`config.mk`:
```
export PLATFORM = sky130hd
export DESIGN_NAME = hpp_top
export DESIGN_NICKNAME = d
export VERILOG_FILES = /design/src/verilog/hpp_buffer.v /design/src/verilog/hpp_top.v
export VERILOG_INCLUDE_DIRS = /design/src /design/src/pkg
export SDC_FILE = /design/constraint.sdc
export NUM_CORES = 1
export LEC_CHECK = 0
export BUFFER_PORTS_ARGS = -buffer_cell sky130_fd_sc_hd__buf_2
export CAP_MARGIN = 20
export CORE_MARGIN = 2
export CORE_UTILIZATION = 52
export DETAILED_ROUTE_END_ITERATION = 12
export PLACE_DENSITY_LB_ADDON = 0.15
export SYNTH_ARGS = -nofsm -noshare
export SYNTH_HDL_FRONTEND = slang
export SYNTH_SLANG_ARGS = --single-unit
```
`constraint.sdc`:
```
create_clock -name clk -period 2.15 [get_ports clk]
set_input_delay 0.215 -clock clk [delete_from_list [all_inputs] [get_ports clk]]
set_output_delay 0.215 -clock clk [all_outputs]
set_load 0.02 [all_outputs]
```
`src/pkg/hpp_defines.vh`:
```
// Constants for the host parallel port: select levels, status fields, reset values, buffer geometry
`ifndef HPP_DEFINES_VH
`define HPP_DEFINES_VH
// Register select line level
`define HPP_SEL_STATUS 1'b1
`define HPP_SEL_DATA 1'b0
// Status register bit positions
`define HPP_ST_TX_FULL 0
`define HPP_ST_RX_FULL 1
`define HPP_ST_TX_IRQ_EN 2
`define HPP_ST_RX_IRQ_EN 3
`define HPP_ST_WIDE 4
`define HPP_ST_RX_COUNT_LO 5
`define HPP_ST_RX_COUNT_HI 6
// Reset values
`define HPP_STATUS_RESET 16'h0010
`define HPP_DATA_RESET 16'h0000
// Buffer geometry
`define HPP_DATA_W 16
`define HPP_BUF_DEPTH 2
`endif

```
`src/verilog/hpp_buffer.v`:
```
// Two-entry valid/ready buffer for host-written words
`timescale 1ns/100ps
`include "hpp_defines.vh"
module hpp_buffer (
  // Clock and reset
  input wire clk,
  input wire nrst,
  // Fill side
  input wire in_valid,
  input wire [`HPP_DATA_W-1:0] in_data,
  output wire in_ready,
  // Drain side
  output wire out_valid,
  output wire [`HPP_DATA_W-1:0] out_data,
  input wire out_ready,
  // Occupancy
  output wire [1:0] count
);
  reg [`HPP_DATA_W-1:0] mem [0:`HPP_BUF_DEPTH-1];
  reg rd_ptr;
  reg wr_ptr;
  reg [1:0] fill;
  wire push;
  wire pop;
  integer i;

  assign in_ready = (fill != 2'd2);
  assign out_valid = (fill != 2'd0);
  assign out_data = mem[rd_ptr];
  assign count = fill;
  assign push = in_valid && in_ready;
  assign pop = out_valid && out_ready;

  always @(posedge clk) begin
    if (!nrst) begin
      rd_ptr <= 1'b0;
      wr_ptr <= 1'b0;
      fill <= 2'd0;
      for (i = 0; i < `HPP_BUF_DEPTH; i = i + 1) begin
        mem[i] <= `HPP_DATA_RESET;
      end
    end else begin
      if (push) begin
        mem[wr_ptr] <= in_data;
        wr_ptr <= ~wr_ptr;
      end
      if (pop) begin
        rd_ptr <= ~rd_ptr;
      end
      if (push && !pop) begin
        fill <= fill + 2'd1;
      end else if (pop && !push) begin
        fill <= fill - 2'd1;
      end
    end
  end
endmodule

```
`src/verilog/hpp_top.v`:
```
// Host parallel port: host pins, transmit and receive data registers, status
`timescale 1ns/100ps
`include "hpp_defines.vh"
module hpp_top (
  // Clock and reset
  input wire clk,
  input wire nrst,
  // Host pins
  input wire port_chip_select_n,
  input wire host_read_strobe_n,
  input wire host_write_strobe_n,
  input wire register_select_line,
  input wire byte_lane_select_line,
  input wire [15:0] host_data_bus_in,
  output reg [15:0] host_data_bus_out,
  output reg host_data_bus_oe,
  output reg read_enable_flag_out,
  output reg write_enable_flag_out,
  // Core register port
  input wire [1:0] core_addr,
  input wire [15:0] core_wdata,
  input wire core_wr,
  input wire core_rd,
  output reg [15:0] core_rdata,
  // Core interrupt requests
  output reg tx_empty_irq,
  output reg rx_ready_irq
);
  // Core register indices
  localparam [1:0] CORE_TX = 2'h0;
  localparam [1:0] CORE_RX = 2'h1;
  localparam [1:0] CORE_CTRL = 2'h2;
  localparam [1:0] CORE_STAT = 2'h3;
  // Host access states
  localparam [1:0] ST_IDLE = 2'b00;
  localparam [1:0] ST_READ = 2'b01;
  localparam [1:0] ST_WRITE = 2'b10;
  // Reset image of the status word, for the mode bit
  localparam [15:0] STATUS_RST = `HPP_STATUS_RESET;

  // Two-flop synchronisers for all host pins
  reg [21:0] sync1;
  reg [21:0] sync2;
  wire cs_s = ~sync2[0];
  wire rd_s = ~sync2[1];
  wire wr_s = ~sync2[2];
  wire sel_s = sync2[3];
  wire lane_s = sync2[4];
  wire [15:0] hdin_s = sync2[20:5];

  reg [1:0] state;
  reg [15:0] transmit_data_register;
  reg tx_full;
  reg [15:0] receive_data_register;
  reg wide_mode;
  reg tx_irq_en;
  reg rx_irq_en;
  reg rx_lo_held;
  reg [7:0] rx_lo_byte;
  reg [15:0] next_core_rdata;

  wire buf_in_ready;
  wire buf_out_valid;
  wire [15:0] buf_out_data;
  wire [1:0] buf_count;
  reg buf_push;
  reg [15:0] buf_word;
  wire buf_pop = core_rd && (core_addr == CORE_RX);

  wire [15:0] port_status_register = {9'h000, buf_count, wide_mode, rx_irq_en, tx_irq_en, buf_out_valid, tx_full};

  // Lane select for an 8-bit read
  function [15:0] lane_pick;
    input [15:0] word;
    input lane;
    input wide;
    begin
      if (wide) begin
        lane_pick = word;
      end else if (lane) begin
        lane_pick = {8'h00, word[15:8]};
      end else begin
        lane_pick = {8'h00, word[7:0]};
      end
    end
  endfunction

  hpp_buffer u_buf (
    .clk(clk),
    .nrst(nrst),
    .in_valid(buf_push),
    .in_data(buf_word),
    .in_ready(buf_in_ready),
    .out_valid(buf_out_valid),
    .out_data(buf_out_data),
    .out_ready(buf_pop),
    .count(buf_count)
  );

  always @(posedge clk) begin
    if (!nrst) begin
      sync1 <= 22'h3fffff;
      sync2 <= 22'h3fffff;
    end else begin
      sync1 <= {1'b1, host_data_bus_in, byte_lane_select_line, register_select_line,
                host_write_strobe_n, host_read_strobe_n, port_chip_select_n};
      sync2 <= sync1;
    end
  end

  always @* begin
    case (core_addr)
      CORE_TX: next_core_rdata = transmit_data_register;
      CORE_RX: next_core_rdata = buf_out_valid ? buf_out_data : receive_data_register;
      CORE_CTRL: next_core_rdata = {11'h000, wide_mode, rx_irq_en, tx_irq_en, 2'b00};
      CORE_STAT: next_core_rdata = port_status_register;
      default: next_core_rdata = 16'h0000;
    endcase
  end

  always @(posedge clk) begin
    if (!nrst) begin
      state <= ST_IDLE;
      transmit_data_register <= `HPP_DATA_RESET;
      receive_data_register <= `HPP_DATA_RESET;
      tx_full <= 1'b0;
      wide_mode <= STATUS_RST[`HPP_ST_WIDE];
      tx_irq_en <= 1'b0;
      rx_irq_en <= 1'b0;
      rx_lo_held <= 1'b0;
      rx_lo_byte <= 8'h00;
      buf_push <= 1'b0;
      buf_word <= 16'h0000;
      host_data_bus_out <= 16'h0000;
      host_data_bus_oe <= 1'b0;
      read_enable_flag_out <= 1'b0;
      write_enable_flag_out <= 1'b0;
      core_rdata <= 16'h0000;
      tx_empty_irq <= 1'b0;
      rx_ready_irq <= 1'b0;
    end else begin
      buf_push <= 1'b0;
      if (core_rd) begin
        core_rdata <= next_core_rdata;
      end
      if (buf_pop && buf_out_valid) begin
        receive_data_register <= buf_out_data;
      end
      if (core_wr && core_addr == CORE_CTRL) begin
        tx_irq_en <= core_wdata[`HPP_ST_TX_IRQ_EN];
        rx_irq_en <= core_wdata[`HPP_ST_RX_IRQ_EN];
        wide_mode <= core_wdata[`HPP_ST_WIDE];
      end
      case (state)
        ST_IDLE: begin
          if (cs_s && rd_s) begin
            state <= ST_READ;
            host_data_bus_oe <= 1'b1;
            if (sel_s == `HPP_SEL_STATUS) begin
              host_data_bus_out <= lane_pick(port_status_register, lane_s, wide_mode);
            end else begin
              host_data_bus_out <= lane_pick(transmit_data_register, lane_s, wide_mode);
            end
          end else if (cs_s && wr_s) begin
            state <= ST_WRITE;
            // Write into receive path, status is read-only to the host
            if (sel_s == `HPP_SEL_DATA) begin
              if (wide_mode) begin
                buf_word <= hdin_s;
                buf_push <= buf_in_ready;
              end else if (!lane_s) begin
                rx_lo_byte <= hdin_s[7:0];
                rx_lo_held <= 1'b1;
              end else begin
                // High byte completes the word
                buf_word <= {hdin_s[7:0], rx_lo_held ? rx_lo_byte : 8'h00};
                buf_push <= buf_in_ready;
                rx_lo_held <= 1'b0;
              end
            end
          end
        end
        ST_READ: begin
          // Drivers off at end of access
          if (!(cs_s && rd_s)) begin
            state <= ST_IDLE;
            host_data_bus_oe <= 1'b0;
            if (sel_s == `HPP_SEL_DATA) begin
              // Word consumed on full read or on the high byte in 8-bit mode
              if (wide_mode || lane_s) begin
                tx_full <= 1'b0;
              end
            end
          end
        end
        ST_WRITE: begin
          if (!(cs_s && wr_s)) begin
            state <= ST_IDLE;
          end
        end
        default: begin
          state <= ST_IDLE;
          host_data_bus_oe <= 1'b0;
        end
      endcase
      // Core write wins over a host read ending in the same cycle
      if (core_wr && core_addr == CORE_TX) begin
        transmit_data_register <= core_wdata;
        tx_full <= 1'b1;
      end
      read_enable_flag_out <= tx_full;
      write_enable_flag_out <= buf_in_ready;
      tx_empty_irq <= tx_irq_en && !tx_full;
      rx_ready_irq <= rx_irq_en && buf_out_valid;
    end
  end
endmodule
```
# Word level (Yosys, flattened, before mapping)
# Memories as Yosys holds them, arrays and structs flattened. A register that Yosys moved wholly into a read port is not among the register bits.
# Cells that the tools add are included.
dict set report totals {
  ramBits 32
  regBits 147
  memories 1
  out_inout_bits 37
}
# memory words width rd rd_ports_with_merged_regs wr line
set memory_table {}
lappend memory_table {u_buf.mem 2 16 1 1 2 hpp_buffer.v:19} ;# reg [`HPP_DATA_W-1:0] mem [0:`HPP_BUF_DEPTH-1];
dict set report classes {
  mux 37
  reduce_logical 31
  eq_ne 12
  bitwise_logic 13
  add_sub_neg 2
}
# cell n
set ops {}
lappend ops {{$mux 16} 6}
lappend ops {{$pmux 16 s4} 1}
lappend ops {{$mux 1} 18}
lappend ops {{$mux 8} 2}
lappend ops {{$reduce_or 16->1} 1}
lappend ops {{$mux 7} 2}
lappend ops {{$not 1->1} 13}
lappend ops {{$mux 2} 6}
lappend ops {{$logic_and 1x1->1} 11}
lappend ops {{$reduce_and 5->1} 2}
lappend ops {{$reduce_bool 2->1} 5}
lappend ops {{$ne 2x2->1 const B} 4}
lappend ops {{$eq 2x2->1 const B} 3}
lappend ops {{$pmux 2 s3} 1}
lappend ops {{$reduce_and 3->1} 2}
lappend ops {{$reduce_and 6->1} 1}
lappend ops {{$reduce_or 5->1} 1}
lappend ops {{$eq 2x1->1 const B} 2}
lappend ops {{$logic_not 2->1} 2}
lappend ops {{$ne 2x1->1 const B} 2}
lappend ops {{$reduce_and 4->1} 1}
lappend ops {{$logic_not 1->1} 3}
lappend ops {{$ne 3x3->1 const B} 1}
lappend ops {{$pmux 1 s3} 1}
lappend ops {{4 further kinds} 4}

# Depth between registers and ports, before layout
dict set report logic_depth {
  depth_word 7
  depth_mapped 11
}

# Modules after synthesis
# A second synthesis with hierarchy kept.
dict set report unflattened {
  cells_unflattened 722
  area_unflattened_um2 7113.1
}
# module area_each_um2 cells_each instances seq_area_each_um2
set modules_own_cells {}
lappend modules_own_cells {hpp_top 5477.8 594 1 2862.7}
lappend modules_own_cells {hpp_buffer 1635.3 128 1 1061.0}

# Worst setup path after synthesis
# Ideal clock, no wire load.
dict set report synth_path {
  kind {reg-to-reg}
  startpoint {register u_buf.fill[0] (netlist: u_buf.count[0])}
  endpoint {memory u_buf.mem[0][0] (netlist bit), enable pin}
  arrival_ps 1817
  n_path_buf 0
  stages_incl_launch_ff 4
  required_ps 1739
  path_slack_ps -78
  path_cell_list {dfxtp_1 > nand2b_1 > nand2_1 > o21ai_0}
}
# element line
set synth_lines {}
lappend synth_lines {{start: declaration} hpp_buffer.v:22} ;# reg [1:0] fill;
lappend synth_lines {{start signal: assignment} hpp_buffer.v:51} ;# fill <= fill + 2'd1;
lappend synth_lines {{start signal: assignment} hpp_buffer.v:53} ;# fill <= fill - 2'd1;
lappend synth_lines {{end: declaration} hpp_buffer.v:19}

==> impl_metrics.ini <==
[worst_setup_path]
critPathArrivalTime_ps = 1820
crit_fanout = 16
crit_type = reg2reg
cp-start-kind = flip-flop
endpoint_kind = flip-flop
cp.required_ps = 2160

[timing]
min_period_ps = 1810
fin_hold_ws_ps = 29.9
setup_tns_ps = 0
finalClockSkew_ps = 11.0
setup-violations-final = 0
worst_pin_slew_ps = 758
period_share_pct = 84.0
rsz0062_at_grt = false
final.setup.worst_slack_ps = 345
maxSlewViolCount = 0
final_hold_viol_count = 0
max_freq_mhz = 554
slew_headroom_pct = 49.5

[floorplan]
coreArea_mm2 = 0.0131
num_io_pins = 80
die_h_um = 119
die_w_um = 119
initial_core_util_pct = 52.6
dieArea_mm2 = 0.0142
placementRows = 42

[cells_and_area]
stdcell_count = 973
fin_util_pct = 62.6
final_area_mm2 = 0.00823
multiInputGateArea_mm2 = 0.00272
regArea_mm2 = 0.00392
final.fill_count = 1135
antennaDiodeCount = 0
area_growth_syn_to_layout_pct = 19.0
final_layout_size_suffix_gt1_share_pct = 17.8
nets = 828

[logic_synthesis]
yosysTopAreaCell = dfxtp_1
synth_seq_cells = 180
yosys_warnings = 0
yosysSeqAreaShare_pct = 56.7
synthCells = 703
synth_cell_type_count = 47
syn-num-nets = 747
synth_top_area_share_pct = 42.9
synth_area_leaders = dfxtp_1 43%, edfxtp_1 14%, nand2_1 4.6%
syn_avg_cell_area_um2 = 9.84
synth_edf_count = 32
async_flop_share_pct = 0
synthesis.area_mm2 = 0.00691
synthFlopType = dfxtp_1

[pwr]
p_per_area_mw_per_mm2 = 848
p_leak_nw = 3.16
total_power_mw = 6.98
peakVddDrop_mv = 0.630

[cts]
root_buffer = clkbuf_16
tritoncts = done
cts.sinks = 180
htree_levels = 4
worstSkewPairLatency_ps = 430
clockBufferDepth = 2
cts_buffers = 17
clk_pin_slew_ps = 70

[drt]
routedWlPerCell_um = 15.3
drc_errors = 0
viasPerCell = 5.31
num_vias = 5163
ant_nets = 0
firstDrtPassIters = 5
wl_mm = 14.9
first_iter_violations = 363

[global_routing]
grt.met2_usage_pct = 34.6
gr-max-usage-layer = met2
grt_pass1_wl_mm = 24.1
grt_antenna_before_repair = 0
grt_overflow = 0
grt_pass1_vias = 4858
grt_use_met1_pct = 29.4
grt_max_degree = 65
grt_use_total_pct = 21.5
met3_usage_pct = 4.21

[min_path]
worstHoldPathType = in2reg

[placement]
port_buffers = 79
dpl.cell_count = 920
place.detailed.hpwl_mm = 10.3
gp_congestion = 0.871
place_area_mm2 = 0.00743
dp_slack_ps = 166

[run]
maxCapViolations = 0

[run_status]
status = finished, final reports clean
==> registers in the layout, summed over array words and instances (netlist names), 2 cells and up, named ones only <==
name	flops
transmit_data_register	16
state	2
sync1	21
core_rdata	16
sync2	21
u_buf.count	2
u_buf.mem	32
receive_data_register	16
buf_word	16
rx_lo_byte	8
host_data_bus_out	16
==> cells in the mapped netlist, types with 2 or more instances <==
cell      count
nor3b_1       4
a31oi_1      14
buf_4         4
a211oi_2      9
nand2b_1     45
a21o_1        6
and3_1        6
dfxtp_1     148
buf_1         2
o211ai_1     16
clkbuf_1     35
nand3_1      19
xor2_1        3
and2_1       38
a211oi_1     18
nor2b_1       3
a22oi_1       7
a21oi_1      59
edfxtp_1     32
nand3b_1      2
mux2i_1      28
buf_2        14
nor2_1       43
a311oi_1      7
nand2_1      84
o41ai_1       2
o21ai_0      32
inv_1         4
==> worst paths after layout <==
check,startpoint,endpoint,slack (ps),cells after the start
worst max-delay path,u_buf.count[1],u_buf.mem[1][10],340,4
worst min-delay path,core_wdata[0],transmit_data_register[0],30,3
worst max register to register,u_buf.count[1],u_buf.mem[1][10],340,4
worst min register to register,sync1[2],sync2[2],400,1
==> critical path: stages, from the launching register on <==
cell      delay [ps]
dfxtp_1          420
nand2b_1         120
and2_1           190
and3_1           190
nand2b_1         490
==> routing by layer <==
layer / up-vias / wire length (um)
met1: 2402 / 6920
met4: 0 / 229
li1: 2611 / -
met5: - / 0
met2: 130 / 7010
met3: 20 / 764
==> cell usage in the layout, fill, tap and decap left out, types with 5 or more instances in the layout <==
cell type | synthesis | layout
a211oi_1 | 18 | 18
a211oi_2 | 9 | 9
a21o_1 | 6 | 6
a21oi_1 | 59 | 59
a22oi_1 | 7 | 7
a311oi_1 | 7 | 7
a31oi_1 | 14 | 14
and2_1 | 38 | 38
and3_1 | 6 | 6
buf_2 | 14 | 79
buf_4 | 4 | 18
clkbuf_16 | 0 | 18
dfxtp_1 | 148 | 148
dlygate4sd3_1 | 0 | 21
edfxtp_1 | 32 | 32
inv_6 | 0 | 5
mux2i_1 | 28 | 28
nand2_1 | 84 | 84
nand2b_1 | 45 | 45
nand3_1 | 19 | 19
nor2_1 | 43 | 43
o211ai_1 | 16 | 16
o21ai_0 | 32 | 31
==> logic make-up after synthesis <==
group / after synthesis / share of synthesized area, %
AND/OR/NAND/NOR: 252 / 18.1
flip-flops: 180 / 56.7
AO/OA/AOI/OAI: 175 / 16.3
buffers and inverters: 62 / 3.96
multiplexers: 29 / 4.22
XOR/XNOR: 4 / 0.507
adder cells (fa/ha/maj): 1 / 0.181
==> report_power, final <==
part	total (mW)	switching [mW]	leakage, nW	internal [mW]
Clock	3.05	1.35	0.281	1.70
Sequential	3.57	0.0501	1.54	3.52
Combinational	0.358	0.209	1.34	0.149
Total	6.98	1.61	3.16	5.36
==> what timing repair did <==
| action | 4_1_cts | 5_1_grt |
|---|---|---|
| hold endpoints to repair | 21 | 0 |
| endpoints found under the setup margin | 0 | 14 |
| buffers inserted | 0 | 0 |
| hold buffers | 21 | 0 |
| gates resized for setup | 0 | 1 |
==> layout make-up <==
| class | count | area share (%) |
|---|---|---|
| clock buffer | 19 | 5.52 |
| clock inverter | 13 | 1.63 |
| inverter | 5 | 0.228 |
| multi-input combinational | 461 | 33.0 |
| sequential | 180 | 47.7 |
| tap | 176 | 2.68 |
| timing repair buffer | 119 | 9.24 |
Power figures use the tool's default switching activity.
